`config.mk`:
```
export PLATFORM = sky130hd
export DESIGN_NAME = nfc_host_ctrl
export DESIGN_NICKNAME = d
export VERILOG_FILES = /design/src/logic/nfc_pkg.sv /design/src/logic/nfc_sync.sv /design/src/logic/nfc_host_ctrl.sv
export SDC_FILE = /design/constraint.sdc
export NUM_CORES = 1
export LEC_CHECK = 0
export BUFFER_PORTS_ARGS = -buffer_cell sky130_fd_sc_hd__buf_2
export CORE_MARGIN = 8
export CORE_UTILIZATION = 44
export CTS_BUF_LIST = sky130_fd_sc_hd__clkbuf_16
export CTS_CLUSTER_SIZE = 40
export DETAILED_ROUTE_END_ITERATION = 6
export SYNTH_ARGS = -nofsm -noshare
export SYNTH_HDL_FRONTEND = slang
export SYNTH_SLANG_ARGS = --single-unit
```
`constraint.sdc`:
```
create_clock -name ref_clk -period 2.7 [get_ports ref_clk]
set_clock_uncertainty 0.15 [all_clocks]
set_input_delay 0.27 -clock ref_clk [delete_from_list [all_inputs] [get_ports ref_clk]]
set_output_delay 0.27 -clock ref_clk [all_outputs]
set_load 0.01 [all_outputs]
```
`src/logic/nfc_pkg.sv`:
```
package nfc_pkg;
	localparam int CLK_PERIOD_NS   = 4;
	localparam int T_WLOW_NS       = 12;
	localparam int T_RLOW_NS       = 40;
	localparam int T_HIGH_NS       = 13;
	localparam int T_WB_NS         = 100;
	localparam int T_ARRAY_READ_US = 25;
	localparam int CYC_WLOW        = (T_WLOW_NS + CLK_PERIOD_NS - 1) / CLK_PERIOD_NS;
	localparam int CYC_RLOW        = (T_RLOW_NS + CLK_PERIOD_NS - 1) / CLK_PERIOD_NS;
	localparam int CYC_HIGH        = (T_HIGH_NS + CLK_PERIOD_NS - 1) / CLK_PERIOD_NS;
	localparam int CYC_WB          = (T_WB_NS + CLK_PERIOD_NS - 1) / CLK_PERIOD_NS;
	localparam int CYC_ARRAY_READ  = T_ARRAY_READ_US * 1000 / CLK_PERIOD_NS;

	localparam logic [7:0] CMD_READ        = 8'h00;
	localparam logic [7:0] CMD_READ_GO     = 8'h30;
	localparam logic [7:0] CMD_RAND_OUT    = 8'h05;
	localparam logic [7:0] CMD_RAND_OUT_GO = 8'he0;
	localparam logic [7:0] CMD_PROG        = 8'h80;
	localparam logic [7:0] CMD_RAND_IN     = 8'h85;
	localparam logic [7:0] CMD_PROG_GO     = 8'h10;
	localparam logic [7:0] CMD_CACHE_GO    = 8'h15;
	localparam logic [7:0] CMD_STATUS      = 8'h70;
	localparam logic [7:0] CMD_READ_ID     = 8'h90;
	localparam logic [7:0] ID_ADDR         = 8'h00;

	localparam logic [3:0] OP_READ_PAGE    = 4'h1;
	localparam logic [3:0] OP_READ_BYTE    = 4'h2;
	localparam logic [3:0] OP_RAND_OUT     = 4'h3;
	localparam logic [3:0] OP_PROG_SETUP   = 4'h4;
	localparam logic [3:0] OP_WRITE_BYTE   = 4'h5;
	localparam logic [3:0] OP_RAND_IN      = 4'h6;
	localparam logic [3:0] OP_PROG_CONFIRM = 4'h7;
	localparam logic [3:0] OP_CACHE_PROG   = 4'h8;
	localparam logic [3:0] OP_STATUS       = 4'h9;
	localparam logic [3:0] OP_READ_ID      = 4'ha;

	localparam logic [3:0] REG_CTRL   = 4'h0;
	localparam logic [3:0] REG_COL    = 4'h1;
	localparam logic [3:0] REG_ROW    = 4'h2;
	localparam logic [3:0] REG_DATA   = 4'h3;
	localparam logic [3:0] REG_STATUS = 4'h4;
	localparam logic [3:0] REG_ID_RAW = 4'h5;
	localparam logic [3:0] REG_ID_DEC = 4'h6;

	localparam int STB_REFUSED  = 2;
	localparam int STB_SEQ      = 3;
	localparam int STB_TMO      = 4;
	localparam int ST_FAIL      = 0;
	localparam int ST_ARRAY_RDY = 5;
	localparam int ST_RDY       = 6;

	localparam int ID4_PAGE   = 0;
	localparam int ID4_SPARE  = 2;
	localparam int ID4_ACC_LO = 3;
	localparam int ID4_BLOCK  = 4;
	localparam int ID4_WIDTH  = 6;
	localparam int ID4_ACC_HI = 7;
	localparam int ID5_ECC    = 0;
	localparam int ID5_PLANES = 2;
	localparam int ID5_PSIZE  = 4;
	localparam int ID5_RSVD   = 7;
	localparam logic [2:0] ID4_IDX = 3'h3;
	localparam logic [2:0] ID5_IDX = 3'h4;
	localparam logic [2:0] ID_BYTES = 3'h5;

	localparam int PAGE_BITS = 6;
	localparam logic [2:0] ADDR_FULL = 3'h4;
	localparam logic [2:0] ADDR_COL  = 3'h2;
	localparam logic [2:0] ADDR_ONE  = 3'h1;

	typedef enum logic [2:0] {
		S_IDLE,
		S_CMD1,
		S_ADDR,
		S_WR,
		S_RD,
		S_CMD2,
		S_WB
	} nfc_stage_t;
endpackage

```
`src/logic/nfc_sync.sv`:
```
`timescale 1ns/100ps
module nfc_sync #(
	parameter int WIDTH = 9
) (
	input  wire logic             ref_clk, // system clock
	input  wire logic             rst_n,   // async reset, active low
	input  wire logic             clkEn,   // freezes the stages while low
	input  wire logic [WIDTH-1:0] pinIn,   // raw pin levels
	output logic      [WIDTH-1:0] pinSync  // levels after two flops
);
	logic [WIDTH-1:0] stage1;

	genvar i;
	generate
		for (i = 0; i < WIDTH; i++) begin : g_bit
			always_ff @(posedge ref_clk or negedge rst_n) begin
				if (!rst_n) begin
					stage1[i]  <= 1'b0;
					pinSync[i] <= 1'b0;
				end else if (clkEn) begin
					stage1[i]  <= pinIn[i];
					pinSync[i] <= stage1[i];
				end
			end
		end
	endgenerate
endmodule

```
`src/logic/nfc_host_ctrl.sv`:
```
// Summary of operation
// - page read is setup command, four address cycles, then read confirm; as first op after reset, the code skips the setup command.
// - each read strobe low fetches next byte; strobe cycle at least 25 ns.
// - random output is first code, two column cycles, then second code.
// - program is data input command, four address cycles, then data bytes.
// - bytes not to be programmed may simply be left unloaded.
// - random data input redirects loading to a new column, repeatable.
// - pages of one block are programmed in ascending order.
// - cache program chains stay within one block.
// - last page of a cache chain uses the ordinary program confirm.
//
// Implementation choices: the placing of the registers and the strobed register port.
`timescale 1ns/100ps
module nfc_host_ctrl #(
	parameter logic [15:0] ARRAY_READ_CYC = 16'(nfc_pkg::CYC_ARRAY_READ)
) (
	input  wire logic        ref_clk,      // 250 MHz system clock
	input  wire logic        rst_n,        // async reset, active low
	input  wire logic        clkEn,        // freezes all state while low
	input  wire logic [3:0]  regAddr,      // register index
	input  wire logic [31:0] regWdata,     // register write data
	input  wire logic        regWr,        // write strobe
	input  wire logic        regRd,        // read strobe
	output logic      [31:0] regRdata,     // read data, cycle after regRd
	output logic             chipEnableN,  // flash chip enable, active low
	output logic             cmdLatch,     // command latch enable
	output logic             addrLatch,    // address latch enable
	output logic             writeStrobeN, // write strobe, active low
	output logic             readStrobeN,  // read strobe, active low
	output logic      [7:0]  ioOut,        // io bus drive value
	output logic             ioOe,         // io bus driven while high
	input  wire logic [7:0]  ioIn,         // io bus pin level
	input  wire logic        readyBusy     // ready high, busy low
);
	typedef struct packed {
		nfc_pkg::nfc_stage_t st;
		logic [3:0]  phase;
		logic [2:0]  idx;
		logic [3:0]  op;
		logic [6:0]  mask;
		logic [2:0]  nAddr;
		logic [2:0]  nRd;
		logic        idAddr;
		logic [7:0]  cmd1;
		logic [7:0]  cmd2;
		logic [4:0]  wbCnt;
		logic [11:0] col;
		logic [15:0] row;
		logic [7:0]  wdata;
		logic [7:0]  rdByte;
		logic [7:0]  statusByte;
		logic [7:0]  id4;
		logic [7:0]  id5;
		logic [31:0] rdata;
		logic        fresh;
		logic        statusMode;
		logic        dataLoaded;
		logic        inCache;
		logic        hasLast;
		logic        refused;
		logic        seqErr;
		logic        readTimeout;
		logic        readWatch;
		logic [15:0] lastRow;
		logic [15:0] watchCnt;
		logic        ceN;
		logic        cle;
		logic        ale;
		logic        weN;
		logic        reN;
		logic        oe;
		logic [7:0]  io;
	} nfc_host_state_t;

	nfc_host_state_t s;
	nfc_host_state_t n;
	logic [8:0]      syncOut;
	logic [7:0]      ioSync;
	logic            rbReady;
	logic [3:0]      lowCyc;
	logic [3:0]      lastPhase;
	logic [3:0]      reqOp;
	logic            startReq;
	logic            refuse;
	logic            stageEnd;
	logic [15:0]     idDec;

	nfc_sync #(
		.WIDTH(9)
	) u_sync (
		.ref_clk(ref_clk),
		.rst_n  (rst_n),
		.clkEn  (clkEn),
		.pinIn  ({readyBusy, ioIn}),
		.pinSync(syncOut)
	);
	assign ioSync  = syncOut[7:0];
	assign rbReady = syncOut[8];

	// first stage in the mask above the given one
	function automatic nfc_pkg::nfc_stage_t nextStage(input logic [6:0] mask,
			input nfc_pkg::nfc_stage_t cur);
		nfc_pkg::nfc_stage_t r;
		r = nfc_pkg::S_IDLE;
		for (int i = 6; i > 0; i--) begin
			if (mask[i] && i > int'(cur)) begin
				r = nfc_pkg::nfc_stage_t'(i);
			end
		end
		return r;
	endfunction

	// fields of the fourth and fifth id bytes, repacked
	always_comb begin
		idDec = {s.id5[nfc_pkg::ID5_RSVD] == 1'b0,
			s.id5[nfc_pkg::ID5_PSIZE +: 3], s.id5[nfc_pkg::ID5_PLANES +: 2],
			s.id5[nfc_pkg::ID5_ECC +: 2],
			s.id4[nfc_pkg::ID4_ACC_HI], s.id4[nfc_pkg::ID4_ACC_LO],
			s.id4[nfc_pkg::ID4_WIDTH], s.id4[nfc_pkg::ID4_BLOCK +: 2],
			s.id4[nfc_pkg::ID4_SPARE], s.id4[nfc_pkg::ID4_PAGE +: 2]};
	end

	assign reqOp     = regWdata[3:0];
	assign startReq  = regWr && regAddr == nfc_pkg::REG_CTRL;
	assign lowCyc    = (s.st == nfc_pkg::S_RD) ? 4'(nfc_pkg::CYC_RLOW) : 4'(nfc_pkg::CYC_WLOW);
	assign lastPhase = lowCyc + 4'(nfc_pkg::CYC_HIGH) - 4'h1;
	assign stageEnd  = s.phase == lastPhase;

	always_comb begin
		n      = s;
		refuse = 1'b0;
		// register reads
		if (regRd) begin
			case (regAddr)
				nfc_pkg::REG_COL:    n.rdata = {20'h0, s.col};
				nfc_pkg::REG_ROW:    n.rdata = {16'h0, s.row};
				nfc_pkg::REG_DATA:   n.rdata = {24'h0, s.rdByte};
				nfc_pkg::REG_STATUS: n.rdata = {13'h0, s.statusByte[nfc_pkg::ST_ARRAY_RDY],
					s.statusByte[nfc_pkg::ST_RDY], s.statusByte[nfc_pkg::ST_FAIL],
					s.statusByte, 1'b0, s.dataLoaded, s.statusMode, s.readTimeout,
					s.seqErr, s.refused, rbReady, s.st != nfc_pkg::S_IDLE};
				nfc_pkg::REG_ID_RAW: n.rdata = {16'h0, s.id5, s.id4};
				nfc_pkg::REG_ID_DEC: n.rdata = {16'h0, idDec};
				default:             n.rdata = 32'h0;
			endcase
		end
		// register writes; error flags clear by writing one
		if (regWr) begin
			case (regAddr)
				nfc_pkg::REG_COL:  n.col = regWdata[11:0];
				nfc_pkg::REG_ROW:  n.row = regWdata[15:0];
				nfc_pkg::REG_DATA: n.wdata = regWdata[7:0];
				nfc_pkg::REG_STATUS: begin
					if (regWdata[nfc_pkg::STB_REFUSED]) n.refused = 1'b0;
					if (regWdata[nfc_pkg::STB_SEQ]) n.seqErr = 1'b0;
					if (regWdata[nfc_pkg::STB_TMO]) n.readTimeout = 1'b0;
				end
				default: ;
			endcase
		end
		// watch of the array-to-cache transfer
		if (s.readWatch) begin
			n.watchCnt = s.watchCnt + 16'h1;
			if (rbReady && s.st == nfc_pkg::S_IDLE) begin
				n.readWatch = 1'b0;
			end else if (s.watchCnt == ARRAY_READ_CYC - 16'h1) begin
				n.readTimeout = 1'b1;
				n.readWatch   = 1'b0;
			end
		end
		// command sequencer
		case (s.st)
			nfc_pkg::S_IDLE: begin
				if (startReq) begin
					n.mask   = 7'h0;
					n.nAddr  = 3'h0;
					n.nRd    = 3'h0;
					n.idAddr = 1'b0;
					n.idx    = 3'h0;
					n.phase  = 4'h0;
					n.op     = reqOp;
					if (!rbReady && reqOp != nfc_pkg::OP_STATUS) begin
						refuse = 1'b1;
					end
					case (reqOp)
						nfc_pkg::OP_READ_PAGE: begin
							n.cmd1  = nfc_pkg::CMD_READ;
							n.cmd2  = nfc_pkg::CMD_READ_GO;
							n.nAddr = nfc_pkg::ADDR_FULL;
							n.mask  = {1'b1, 1'b1, 2'b00, 1'b1, !s.fresh, 1'b0};
						end
						nfc_pkg::OP_READ_BYTE: begin
							n.cmd1 = nfc_pkg::CMD_READ;
							n.nRd  = 3'h1;
							n.mask = {2'b00, 1'b1, 2'b00, s.statusMode, 1'b0};
						end
						nfc_pkg::OP_RAND_OUT: begin
							n.cmd1  = nfc_pkg::CMD_RAND_OUT;
							n.cmd2  = nfc_pkg::CMD_RAND_OUT_GO;
							n.nAddr = nfc_pkg::ADDR_COL;
							n.mask  = 7'b0100110;
						end
						nfc_pkg::OP_PROG_SETUP: begin
							n.cmd1  = nfc_pkg::CMD_PROG;
							n.nAddr = nfc_pkg::ADDR_FULL;
							n.mask  = 7'b0000110;
						end
						nfc_pkg::OP_WRITE_BYTE: begin
							n.mask = 7'b0001000;
						end
						nfc_pkg::OP_RAND_IN: begin
							n.cmd1  = nfc_pkg::CMD_RAND_IN;
							n.nAddr = nfc_pkg::ADDR_COL;
							n.mask  = 7'b0000110;
						end
						nfc_pkg::OP_PROG_CONFIRM, nfc_pkg::OP_CACHE_PROG: begin
							n.cmd1 = (reqOp == nfc_pkg::OP_CACHE_PROG) ?
								nfc_pkg::CMD_CACHE_GO : nfc_pkg::CMD_PROG_GO;
							n.mask = 7'b1000010;
							if (!s.dataLoaded) refuse = 1'b1;
						end
						nfc_pkg::OP_STATUS: begin
							n.cmd1 = nfc_pkg::CMD_STATUS;
							n.nRd  = 3'h1;
							n.mask = 7'b0010010;
						end
						nfc_pkg::OP_READ_ID: begin
							n.cmd1   = nfc_pkg::CMD_READ_ID;
							n.nAddr  = nfc_pkg::ADDR_ONE;
							n.idAddr = 1'b1;
							n.nRd    = nfc_pkg::ID_BYTES;
							n.mask   = 7'b0010110;
						end
						default: refuse = 1'b1;
					endcase
					if (refuse) begin
						n.refused = 1'b1;
					end else begin
						n.st    = nextStage(n.mask, nfc_pkg::S_IDLE);
						n.fresh = 1'b0;
						if (n.mask[int'(nfc_pkg::S_CMD1)] || n.mask[int'(nfc_pkg::S_CMD2)]) begin
							n.statusMode = reqOp == nfc_pkg::OP_STATUS ||
								n.cmd1 == nfc_pkg::CMD_PROG_GO ||
								n.cmd1 == nfc_pkg::CMD_CACHE_GO;
						end
						if (reqOp == nfc_pkg::OP_PROG_SETUP) begin
							n.dataLoaded = 1'b0;
							if (s.hasLast && s.row[15:nfc_pkg::PAGE_BITS] ==
									s.lastRow[15:nfc_pkg::PAGE_BITS] && s.row <= s.lastRow) begin
								n.seqErr = 1'b1;
							end
							if (s.inCache && s.row[15:nfc_pkg::PAGE_BITS] !=
									s.lastRow[15:nfc_pkg::PAGE_BITS]) begin
								n.seqErr = 1'b1;
							end
							n.lastRow = s.row;
							n.hasLast = 1'b1;
						end
						if (reqOp == nfc_pkg::OP_WRITE_BYTE) n.dataLoaded = 1'b1;
						if (reqOp == nfc_pkg::OP_PROG_CONFIRM) n.inCache = 1'b0;
						if (reqOp == nfc_pkg::OP_CACHE_PROG) n.inCache = 1'b1;
						if (n.cmd1 == nfc_pkg::CMD_PROG_GO || n.cmd1 == nfc_pkg::CMD_CACHE_GO) begin
							n.dataLoaded = 1'b0;
						end
					end
				end
			end
			nfc_pkg::S_WB: begin
				n.wbCnt = s.wbCnt + 5'h1;
				if (s.wbCnt == 5'(nfc_pkg::CYC_WB - 1)) begin
					n.st    = nfc_pkg::S_IDLE;
					n.wbCnt = 5'h0;
				end
			end
			default: begin
				n.phase = s.phase + 4'h1;
				if (s.st == nfc_pkg::S_RD && s.phase == lowCyc - 4'h1) begin
					if (s.op == nfc_pkg::OP_STATUS) begin
						n.statusByte = ioSync;
					end else if (s.op == nfc_pkg::OP_READ_ID) begin
						if (s.idx == nfc_pkg::ID4_IDX) n.id4 = ioSync;
						if (s.idx == nfc_pkg::ID5_IDX) n.id5 = ioSync;
					end else begin
						n.rdByte = ioSync;
					end
				end
				if (stageEnd) begin
					n.phase = 4'h0;
					if ((s.st == nfc_pkg::S_ADDR && s.idx != s.nAddr - 3'h1) ||
							(s.st == nfc_pkg::S_RD && s.idx != s.nRd - 3'h1)) begin
						n.idx = s.idx + 3'h1;
					end else begin
						n.idx = 3'h0;
						n.st  = nextStage(s.mask, s.st);
						if (s.st == nfc_pkg::S_CMD2 && s.op == nfc_pkg::OP_READ_PAGE) begin
							n.readWatch = 1'b1;
							n.watchCnt  = 16'h0;
						end
					end
				end
			end
		endcase
		// pin levels follow the next stage
		n.ceN = 1'b0;
		n.cle = n.st == nfc_pkg::S_CMD1 || n.st == nfc_pkg::S_CMD2;
		n.ale = n.st == nfc_pkg::S_ADDR;
		n.oe  = n.cle || n.ale || n.st == nfc_pkg::S_WR;
		n.weN = !(n.oe && n.phase < 4'(nfc_pkg::CYC_WLOW));
		n.reN = !(n.st == nfc_pkg::S_RD && n.phase < 4'(nfc_pkg::CYC_RLOW));
		case (n.st)
			nfc_pkg::S_CMD1: n.io = n.cmd1;
			nfc_pkg::S_CMD2: n.io = n.cmd2;
			nfc_pkg::S_WR:   n.io = n.wdata;
			nfc_pkg::S_ADDR: begin
				case (n.idx)
					3'h0:    n.io = n.idAddr ? nfc_pkg::ID_ADDR : n.col[7:0];
					3'h1:    n.io = {4'h0, n.col[11:8]};
					3'h2:    n.io = n.row[7:0];
					default: n.io = n.row[15:8];
				endcase
			end
			default: n.io = 8'h0;
		endcase
	end

	always_ff @(posedge ref_clk or negedge rst_n) begin
		if (!rst_n) begin
			s       <= '0;
			s.fresh <= 1'b1;
			s.ceN   <= 1'b1;
			s.weN   <= 1'b1;
			s.reN   <= 1'b1;
		end else if (clkEn) begin
			s <= n;
		end
	end

	assign regRdata     = s.rdata;
	assign chipEnableN  = s.ceN;
	assign cmdLatch     = s.cle;
	assign addrLatch    = s.ale;
	assign writeStrobeN = s.weN;
	assign readStrobeN  = s.reN;
	assign ioOut        = s.io;
	assign ioOe         = s.oe;
endmodule

```
After elaboration in Yosys (flattened, before gate mapping)
Index checks and enable logic that the tools add are counted. Widths: inputs -> output; s select.

Input bits: 50. Register bits after elaboration: 222. Logic and storage cells: 254.

Reduce and logical (&&, ||, !) cells: 56. Equal/unequal tests: 43. Order comparisons: 9. $add $sub $neg: 9. Multiplexer cells: 77. Bitwise logic cells: 5.

Operators by type and width (number): $pmux 19 s6 (1); $mux 16 (6); $mux 3 (19); $pmux 7 s8 (1); $pmux 8 s7 (1); $mux 44 (1); $mux 36 (1); $mux 8 (4); $pmux 8 s4 (1); $eq 4x3->1 const B (7); $reduce_and 5->1 (5); $mux 1 (24); $pmux 8 s3 (1); $eq 4x4->1 const B (5); $eq 3x3->1 const B (6); $logic_and 1x1->1 (18); $mux 17 (1); $add 16x1->16 const B (1); $eq 16x13->1 const B (1); $eq 4x2->1 const B (4); $eq 8x5->1 const B (2); $le 16x16->1 (1); $pmux 8 s2 (1); $eq 3x2->1 const B (5); other kinds (42) (82).

Longest topological paths before layout
Gate-level depths: netlist (run 1).

Depth after elaboration: 20. Gate-level depth with buffers: 10. Mapped depth without buffers: 9.

By module
A second synthesis (run 1) with hierarchy kept.

Cells, all modules: 1166. Area, all modules: 11492.3 µm².

Modules (own cells, without submodules): nfc_host_ctrl (area each 10770.3 µm², cells an instance 1128, instances 1); nfc_sync (area each 721.9 µm², cells an instance 38, instances 1).

Least setup slack after synthesis (run 1)
Ideal clock, no wire load.

Path type: register to register. From: register s[180] (netlist name). To: register s (netlist bit ioOut[4]). Slack: 97 ps. Arrival time: 2324 ps. Stages on the path, launching flop included: 10. Data required time: 2421 ps. Clock period less this slack: 2603 ps. Path buffers: 0. Cell sequence: dfrtp_1 -> inv_1 -> ha_1 -> xnor3_1 -> nand3_2 -> a221o_1 -> mux2_4 -> and3_4 -> nor2b_1 -> a2111o_1.

Cells in the longest elaborated chain, start to end: 10.

RTL lines: from (decl) (RTL line nfc_host_ctrl.sv:75) `nfc_host_state_t s;`; from (signal assigned) (RTL line nfc_host_ctrl.sv:334) `s <= n;`; $sub 3x1->3 (*) (RTL line nfc_host_ctrl.sv:289) `if ((s.st == nfc_pkg::S_ADDR && s.idx != s.nAddr - 3'h1) ||`; $ne 3x3->1 (*) (RTL line nfc_host_ctrl.sv:289); $logic_and 1x1->1 (*) (RTL line nfc_host_ctrl.sv:289); $logic_or 1x1->1 (*) (RTL line nfc_host_ctrl.sv:289); $mux 3 (RTL line nfc_host_ctrl.sv:289); $mux 10 (*) (RTL line nfc_host_ctrl.sv:287) `if (stageEnd) begin`; $pmux 7 s2 (RTL line nfc_host_ctrl.sv:172) `case (s.st)`; $eq 3x2->1, or another cell as far along (RTL line nfc_host_ctrl.sv:315) `case (n.idx)`; $pmux 8 s3 (RTL line nfc_host_ctrl.sv:315); $pmux 8 s4 (*) (RTL line nfc_host_ctrl.sv:310) `case (n.st)`.

Every way passes the cells marked *; elsewhere a longest branch is shown, timed or not. A chain may end at the register's enable or synchronous reset.

Worst setup path in the final report (run 1)
From: register s[196] (netlist name). To: register s (netlist bit ioOut[4]).

Cells in the longest elaborated chain, start to end: 9.

RTL lines (RTL line): branches (longest 8 deep; another with $add 3x1->3); $pmux 8 s4 (*) (nfc_host_ctrl.sv:310).

Mark *: on every way between the ends.

==> impl_metrics.xml, run 1 <==
<?xml version="1.0" encoding="UTF-8"?>
<metrics>
  <group name="timing">
    <metric name="timing_worst_slew_pin_value" unit="ns">0.604</metric>
    <metric name="fmax" unit="MHz">378</metric>
    <metric name="post-route-min-period" unit="ns">2.64</metric>
    <metric name="drv_slew" unit="">0</metric>
    <metric name="setup_viol" unit="">0</metric>
    <metric name="totalNegativeSetupSlack" unit="ns">0</metric>
    <metric name="timing.final.crit_share" unit="%">97.9</metric>
    <metric name="rsz0062_at_grt" unit="">true</metric>
    <metric name="finalHoldViolations" unit="">0</metric>
    <metric name="worst_slew_margin_rel" unit="%">59.8</metric>
    <metric name="fin_ws" unit="ns">0.0577</metric>
  </group>
  <group name="finish">
    <metric name="finalNonFillerCells" unit="">1615</metric>
    <metric name="layout_common_cells" unit="">sky130_fd_sc_hd__dfrtp_1 (199), sky130_fd_sc_hd__nand2_1 (126), sky130_fd_sc_hd__mux2_2 (107)</metric>
    <metric name="layout.filler_cells" unit="">2318</metric>
    <metric name="layout.cells.most_common" unit="">sky130_fd_sc_hd__dfrtp_1</metric>
    <metric name="final_net_count" unit="">1338</metric>
    <metric name="antenna_cells" unit="">0</metric>
    <metric name="area_growth" unit="%">20.5</metric>
    <metric name="post_route_cells_drive_above_1_share" unit="%">28.7</metric>
    <metric name="final_cell_area" unit="um^2">13700</metric>
  </group>
  <group name="critical_path">
    <metric name="critical_path.endpoint_type" unit="">flop</metric>
    <metric name="cp_cell_sequence" unit="">xnor3_1 -&gt; nand3_4 -&gt; a221o_1 -&gt; mux2_4 -&gt; and3_4 -&gt; and3_1 -&gt; a2111o_1</metric>
    <metric name="regToRegSetupSlack" unit="ns">0.06</metric>
    <metric name="crit_path_top_delay_cell" unit="">sky130_fd_sc_hd__dfrtp_2</metric>
    <metric name="timing.critical_path.arrival" unit="ns">2.90</metric>
    <metric name="worstSetupStartpointType" unit="">flop</metric>
    <metric name="crit_path_max_incr_delay" unit="ns">0.44</metric>
    <metric name="reg2regPathDepth" unit="">7</metric>
    <metric name="critical_path.max_fanout" unit="">5</metric>
    <metric name="worstSetupPathType" unit="">flop to flop</metric>
    <metric name="worst_r2r_startpoint" unit="">s[196]$_DFFE_PN0P_</metric>
    <metric name="required" unit="ns">2.96</metric>
    <metric name="end_of_the_worst_register_to_register_path" unit="">ioOut[4]$_DFFE_PN0P_</metric>
  </group>
  <group name="synthesis">
    <metric name="count_of_flip_flops_with_a_built_in_enable_after_synthesis" unit="">0</metric>
    <metric name="syn-cell-area" unit="um^2">11400</metric>
    <metric name="post-synth-top-area-fraction" unit="%">44.4</metric>
    <metric name="synth_area_leader_cell" unit="">sky130_fd_sc_hd__dfrtp_1</metric>
    <metric name="synth_top_flop_cell" unit="">sky130_fd_sc_hd__dfrtp_1</metric>
    <metric name="postSynth.asyncResetShare" unit="%">100</metric>
    <metric name="synth.yosys.seq_area_share" unit="%">45.3</metric>
    <metric name="netlist_instances" unit="">1133</metric>
    <metric name="synth.yosys.warnings" unit="">0</metric>
    <metric name="synth.lib_cells_used.distinct" unit="">90</metric>
    <metric name="yosys-top-cells-area" unit="">sky130_fd_sc_hd__dfrtp_1 (44%), sky130_fd_sc_hd__mux2_2 (11%), sky130_fd_sc_hd__nand2_1 (4.2%), sky130_fd_sc_hd__o21ai_0 (3.6%), sky130_fd_sc_hd__ha_1 (2.7%)</metric>
    <metric name="total_of_flip_flops_plus_latches_after_synthesis" unit="">206</metric>
    <metric name="synthesis.area_per_instance" unit="um^2">10.1</metric>
  </group>
  <group name="cts">
    <metric name="numCtsBuffers" unit="">24</metric>
    <metric name="cts_max_level" unit="">1</metric>
    <metric name="clkLatencyLatePin" unit="ns">0.53</metric>
    <metric name="max-clock-path-buffers" unit="">3</metric>
    <metric name="cts_tree" unit="">yes</metric>
    <metric name="clock_sinks" unit="">206</metric>
    <metric name="clock_transition_time_at_the_flip_flop_clock_pins_of_the_worst_setup_and_hold_paths" unit="ns">0.06</metric>
    <metric name="ctsRootBufferMaster" unit="">sky130_fd_sc_hd__clkbuf_16</metric>
  </group>
  <group name="global_routing">
    <metric name="groute.usage.overall" unit="%">19.6</metric>
    <metric name="grt_pass1_wl" unit="um">49300</metric>
    <metric name="global_route.overflow_total" unit="">0</metric>
    <metric name="grt_max_degree" unit="">66</metric>
    <metric name="first_global_vias" unit="">8842</metric>
    <metric name="number_of_antenna_violations_at_the_first_check_in_global_routing" unit="">0</metric>
  </group>
  <group name="die">
    <metric name="dieArea" unit="um^2">31300</metric>
    <metric name="fp.dieH" unit="um">177</metric>
    <metric name="placementRows" unit="">59</metric>
    <metric name="ioPinCount" unit="">96</metric>
    <metric name="initial_core_utilization" unit="%">44.2</metric>
    <metric name="die_x" unit="um">177</metric>
    <metric name="core" unit="um^2">25800</metric>
  </group>
  <group name="routing">
    <metric name="dr.first_iter.drc_count" unit="">663</metric>
    <metric name="drt_first_pass_iters" unit="">5</metric>
    <metric name="remaining_drc_errors" unit="">0</metric>
    <metric name="drtAntennaViolNets" unit="">0</metric>
    <metric name="detail_route.vias_per_cell" unit="">5.60</metric>
    <metric name="routed_wirelength" unit="um">31300</metric>
    <metric name="detailroute.via_count" unit="">9052</metric>
    <metric name="wl_per_cell" unit="um">19.4</metric>
  </group>
  <group name="place">
    <metric name="placed_area" unit="um^2">12500</metric>
    <metric name="portBuffers" unit="">66</metric>
    <metric name="place.gp.congestion" unit="">0.920</metric>
    <metric name="detailedPlace.worstSlack" unit="ns">-0.0382</metric>
    <metric name="post-dp-hpwl" unit="um">22800</metric>
    <metric name="dpl.cell_count" unit="">1548</metric>
  </group>
  <group name="hold_path">
    <metric name="worst_hold_path.endpoint" unit="">s[193]$_DFFE_PN0P_</metric>
    <metric name="hold_class" unit="">input pin to flop</metric>
    <metric name="min-delay-start" unit="">regWdata[3]</metric>
    <metric name="whs_path_depth" unit="">3</metric>
  </group>
  <group name="power_and_ir_drop">
    <metric name="report.power.total" unit="mW">10.9</metric>
    <metric name="ir_drop" unit="mV">0.456</metric>
    <metric name="power-per-cell-area" unit="nW/um^2">793</metric>
    <metric name="cellLeakagePower" unit="nW">6.42</metric>
  </group>
  <group name="job">
    <metric name="max_cap_viol_count" unit="">0</metric>
  </group>
  <group name="outcome">
    <metric name="run_status" unit="">finished, final reports clean</metric>
  </group>
</metrics>
-- critical path, delay by kind of cell (launching register included) --
family	cells	cell delay [ns]
mux	1	0.29
simple gates	3	0.47
flops	1	0.44
xor+xnor	1	0.44
compound gates	2	0.74
-- layout make-up --
class | instances | area, um^2 | area share, %
Sequential cell | 206 | 5160 | 37.6
Multi-Input combinational cell | 802 | 5800 | 42.3
Inverter | 36 | 135 | 0.985
Timing Repair Buffer | 193 | 1380 | 10.0
Clock buffer | 24 | 601 | 4.38
Tap cell | 335 | 419 | 3.05
Clock inverter | 19 | 220 | 1.60
-- where the power goes --
part	internal [mW]	switching, mW	total [mW]
combinational	1.67	1.78	3.45
clock	2.09	1.31	3.39
sequential	3.55	0.490	4.04
total	7.30	3.58	10.9
-- Yosys cell counts, types with 22 or more instances --
| cell | n |
|---|---|
| sky130_fd_sc_hd__a21oi_1 | 42 |
| sky130_fd_sc_hd__buf_4 | 40 |
| sky130_fd_sc_hd__clkbuf_1 | 40 |
| sky130_fd_sc_hd__dfrtp_1 | 202 |
| sky130_fd_sc_hd__ha_1 | 25 |
| sky130_fd_sc_hd__inv_1 | 35 |
| sky130_fd_sc_hd__mux2_2 | 107 |
| sky130_fd_sc_hd__mux2i_1 | 22 |
| sky130_fd_sc_hd__nand2_1 | 126 |
| sky130_fd_sc_hd__nand3_1 | 28 |
| sky130_fd_sc_hd__nor2_1 | 55 |
| sky130_fd_sc_hd__o21ai_0 | 82 |
-- registers in the layout, indices dropped and copies added (netlist names) --
name / count
writeStrobeN: 1
addrLatch: 1
u_sync.stage1: 9
cmdLatch: 1
u_sync.pinSync: 9
idDec: 15
ioOut: 8
regRdata: 19
ioOe: 1
readStrobeN: 1
chipEnableN: 1
s: 140
-- through the flow --
step / util (%) / hold slack (ns)
2_1_floorplan: - / -0.176
3_3_place_gp: 48.3 / 0.170
3_5_place_dp: 48.3 / 0.168
4_1_cts: 52.5 / 0.0152
5_1_grt: 53.3 / 0.0535
6_report: 53.3 / 0.0383
-- worst max-delay path by stage --
stage / startpoint / to / depth (start not counted)
finish: s[196]$_DFFE_PN0P_ / ioOut[4]$_DFFE_PN0P_ / 7
global route: s[203]$_DFFE_PN0P_ / ioOut[5]$_DFFE_PN0P_ / 8
CTS: s[196]$_DFFE_PN0P_ / ioOut[3]$_DFFE_PN0P_ / 10
detailed placement: s[155]$_DFFE_PN0P_ / ioOut[5]$_DFFE_PN0P_ / 10
global placement: s[201]$_DFFE_PN0P_ / ioOut[1]$_DFFE_PN0P_ / 10
floorplan: s[180]$_DFFE_PN0P_ / ioOut[4]$_DFFE_PN0P_ / 9
-- layer usage --
metal / wire length (um) / track usage [%]
met1: 14100 / 26.9
met2: 14500 / 31.5
met3: 1610 / 2.71
met4: 1020 / 6.62
met5: 0 / 0
-- cells by family after synthesis --
family / synth area share (%)
simple gates: 14.5
compound gates: 16.8
flops: 45.3
buf+inv: 6.03
mux: 13.0
fa+ha+maj: 2.75
xor+xnor: 1.66
other cells: 0.0329
-- repair_timing --
item                                   CTS  global route
endpoints found under the hold margin   94             0
resized for setup                        6            36
setup endpoints to repair                7            17
hold buffers                            23             0
pin swaps                                2             8
gates cloned                             0             0
buffers inserted                         0             1
Note: power is estimated with default switching activity, not from simulation.
==> run 2, diff against run 1 <==
Settings changed: CORE_UTILIZATION 44 to 55, PLACE_DENSITY set to 0.77.
==> impl_metrics.xml, run 2 (synthesis results as in run 1) <==
<?xml version="1.0" encoding="UTF-8"?>
<metrics>
  <group name="global_routing">
    <metric name="groute.usage.overall" unit="%">23.9</metric>
    <metric name="grt_max_degree" unit="">72</metric>
    <metric name="global_route.overflow_total" unit="">0</metric>
    <metric name="grt_pass1_wl" unit="um">50000</metric>
    <metric name="first_global_vias" unit="">9247</metric>
    <metric name="number_of_antenna_violations_at_the_first_check_in_global_routing" unit="">1</metric>
  </group>
  <group name="finish">
    <metric name="final_cell_area" unit="um^2">13500</metric>
    <metric name="largest_register_ff_count" unit="">140</metric>
    <metric name="antenna_cells" unit="">0</metric>
    <metric name="max_flop_register" unit="">s</metric>
    <metric name="layout.cells.most_common" unit="">sky130_fd_sc_hd__dfrtp_1</metric>
    <metric name="layout_common_cells" unit="">sky130_fd_sc_hd__dfrtp_1 (201), sky130_fd_sc_hd__nand2_1 (126), sky130_fd_sc_hd__mux2_2 (107)</metric>
    <metric name="post_route_cells_drive_above_1_share" unit="%">27.9</metric>
    <metric name="final_net_count" unit="">1333</metric>
    <metric name="layout.filler_cells" unit="">1555</metric>
    <metric name="area_growth" unit="%">18.2</metric>
  </group>
  <group name="cts">
    <metric name="clock_sinks" unit="">206</metric>
    <metric name="clkLatencyLatePin" unit="ns">0.53</metric>
    <metric name="ctsRootBufferMaster" unit="">sky130_fd_sc_hd__clkbuf_16</metric>
    <metric name="numCtsBuffers" unit="">23</metric>
    <metric name="clock_transition_time_at_the_flip_flop_clock_pins_of_the_worst_setup_and_hold_paths" unit="ns">0.06</metric>
    <metric name="cts_max_level" unit="">1</metric>
    <metric name="max-clock-path-buffers" unit="">3</metric>
    <metric name="cts_tree" unit="">yes</metric>
  </group>
  <group name="timing">
    <metric name="post-route-min-period" unit="ns">2.72</metric>
    <metric name="finalHoldViolations" unit="">0</metric>
    <metric name="worst_slew_margin_rel" unit="%">53.5</metric>
    <metric name="timing.final.crit_share" unit="%">101</metric>
    <metric name="rsz0062_at_grt" unit="">true</metric>
    <metric name="drv_slew" unit="">0</metric>
    <metric name="fmax" unit="MHz">368</metric>
    <metric name="timing_worst_slew_pin_value" unit="ns">0.696</metric>
    <metric name="fin_ws" unit="ns">-0.0172</metric>
    <metric name="setup_viol" unit="">2</metric>
  </group>
  <group name="die">
    <metric name="core" unit="um^2">20300</metric>
    <metric name="dieArea" unit="um^2">25600</metric>
    <metric name="fp.dieH" unit="um">160</metric>
    <metric name="initial_core_utilization" unit="%">56.1</metric>
    <metric name="die_x" unit="um">160</metric>
    <metric name="ioPinCount" unit="">96</metric>
    <metric name="placementRows" unit="">52</metric>
  </group>
  <group name="critical_path">
    <metric name="worstSetupPathType" unit="">flop to flop</metric>
    <metric name="required" unit="ns">2.95</metric>
    <metric name="end_of_the_worst_register_to_register_path" unit="">ioOut[4]$_DFFE_PN0P_</metric>
    <metric name="timing.critical_path.arrival" unit="ns">2.96</metric>
    <metric name="critPathLaunch" unit="">s[196]$_DFFE_PN0P_</metric>
    <metric name="worst_r2r_startpoint" unit="">s[196]$_DFFE_PN0P_</metric>
    <metric name="critical_path.max_fanout" unit="">4</metric>
    <metric name="critical_path.endpoint_type" unit="">flop</metric>
    <metric name="worstSetupStartpointType" unit="">flop</metric>
    <metric name="regToRegSetupSlack" unit="ns">-0.02</metric>
    <metric name="reg2regPathDepth" unit="">9</metric>
  </group>
  <group name="hold_path">
    <metric name="min-delay-start" unit="">regWdata[3]</metric>
    <metric name="hold_class" unit="">input pin to flop</metric>
    <metric name="worst_hold_path.endpoint" unit="">s[193]$_DFFE_PN0P_</metric>
    <metric name="whs_path_depth" unit="">3</metric>
  </group>
  <group name="routing">
    <metric name="detailroute.via_count" unit="">9476</metric>
    <metric name="dr.first_iter.drc_count" unit="">833</metric>
    <metric name="wl_per_cell" unit="um">20.4</metric>
    <metric name="drtAntennaViolNets" unit="">0</metric>
    <metric name="remaining_drc_errors" unit="">0</metric>
    <metric name="detail_route.vias_per_cell" unit="">6.14</metric>
    <metric name="drt_first_pass_iters" unit="">5</metric>
    <metric name="routed_wirelength" unit="um">31500</metric>
  </group>
  <group name="power_and_ir_drop">
    <metric name="ir_drop" unit="mV">0.531</metric>
    <metric name="power-per-cell-area" unit="nW/um^2">779</metric>
    <metric name="cellLeakagePower" unit="nW">6.35</metric>
  </group>
  <group name="place">
    <metric name="post-dp-hpwl" unit="um">22000</metric>
    <metric name="portBuffers" unit="">66</metric>
    <metric name="placed_area" unit="um^2">12300</metric>
    <metric name="place.gp.congestion" unit="">0.972</metric>
    <metric name="detailedPlace.worstSlack" unit="ns">-0.0735</metric>
  </group>
  <group name="outcome">
    <metric name="violations" unit="">setup timing</metric>
    <metric name="run_status" unit="">finished with violations</metric>
  </group>
  <group name="job">
    <metric name="max_cap_viol_count" unit="">0</metric>
  </group>
</metrics>
==> run 2: cell count changes in the layout (fill, tap and decap cells not counted), moves of 3 or more <==
| cell | change |
|---|---|
| sky130_fd_sc_hd__buf_4 | -8 |
| sky130_fd_sc_hd__clkinv_2 | +6 |
| sky130_fd_sc_hd__buf_6 | +4 |
| sky130_fd_sc_hd__bufinv_16 | -4 |
| sky130_fd_sc_hd__a211oi_1 | +3 |
| sky130_fd_sc_hd__clkinv_1 | -3 |
| sky130_fd_sc_hd__nor2b_1 | +3 |
==> run 2: area by class of cell <==
type	count	area (um^2)	area share, %
clock inverter	18	119	0.883
clock buffer	23	576	4.28
tap	270	338	2.51
sequential	206	5160	38.4
timing repair buffer	189	1370	10.2
multi-input combinational	802	5760	42.8
inverter	36	135	1.00
==> run 2: per-layer routing <==
| metal | up-vias | wire [um] | GRT usage (%) |
|---|---|---|---|
| li1 | 4332 | - | - |
| met1 | 4691 | 13200 | 31.2 |
| met2 | 369 | 14900 | 38.9 |
| met3 | 82 | 2220 | 5.22 |
| met4 | 2 | 1180 | 8.28 |
| met5 | - | 10 | 0 |
==> run 2: critical path: stages (launching register included) <==
cell,delay (ns)
sky130_fd_sc_hd__dfrtp_1,0.41
sky130_fd_sc_hd__xnor2_1,0.32
sky130_fd_sc_hd__mux2i_2,0.29
sky130_fd_sc_hd__buf_4,0.15
sky130_fd_sc_hd__a2bb2oi_4,0.18
sky130_fd_sc_hd__buf_4,0.16
sky130_fd_sc_hd__mux2i_4,0.29
sky130_fd_sc_hd__o221ai_2,0.14
sky130_fd_sc_hd__o211a_1,0.13
sky130_fd_sc_hd__a2111o_1,0.37
==> run 2: worst max path at each step <==
stage / to / slack [ns] / cells past startpoint
floorplan: ioOut[4]$_DFFE_PN0P_ / 0.1 / 9
global placement: ioOut[3]$_DFFE_PN0P_ / -0.02 / 12
detailed placement: ioOut[3]$_DFFE_PN0P_ / -0.07 / 12
CTS: ioOut[4]$_DFFE_PN0P_ / 0.003 / 9
global route: ioOut[7]$_DFFE_PN0P_ / -0.08 / 9
finish: ioOut[4]$_DFFE_PN0P_ / -0.02 / 9
==> run 2: where the power goes <==
| part | total (mW) | switching, mW | internal (mW) |
|---|---|---|---|
| Combinational | 3.52 | 1.84 | 1.68 |
| Sequential | 4.03 | 0.491 | 3.54 |
| Clock | 2.93 | 1.28 | 1.65 |
==> run 2: what timing repair did <==
action	CTS	global route
setup endpoints to repair	3	10
endpoints found under the hold margin	90	0
cloned	0	0
resized for setup	3	34
pin swaps	1	16
hold buffers	22	0
buffers inserted	1	10
==> run 2: per-stage QoR <==
step / setup TNS, ns / instances / hold slack [ns] / total power, mW / utilization (%)
final: -0.0239 / 1544 / 0.0533 / 10.5 / 66.3
after global routing: -0.260 / 1544 / 0.0894 / 11.0 / 66.3
after CTS: 0 / 1534 / 0.0448 / 10.2 / 65.2
after detailed placement: -0.0735 / 1470 / 0.124 / 7.18 / 60.5
after global placement: -0.0176 / 1470 / 0.128 / 7.07 / 60.5
after floorplan: 0 / 1145 / -0.176 / 6.00 / -
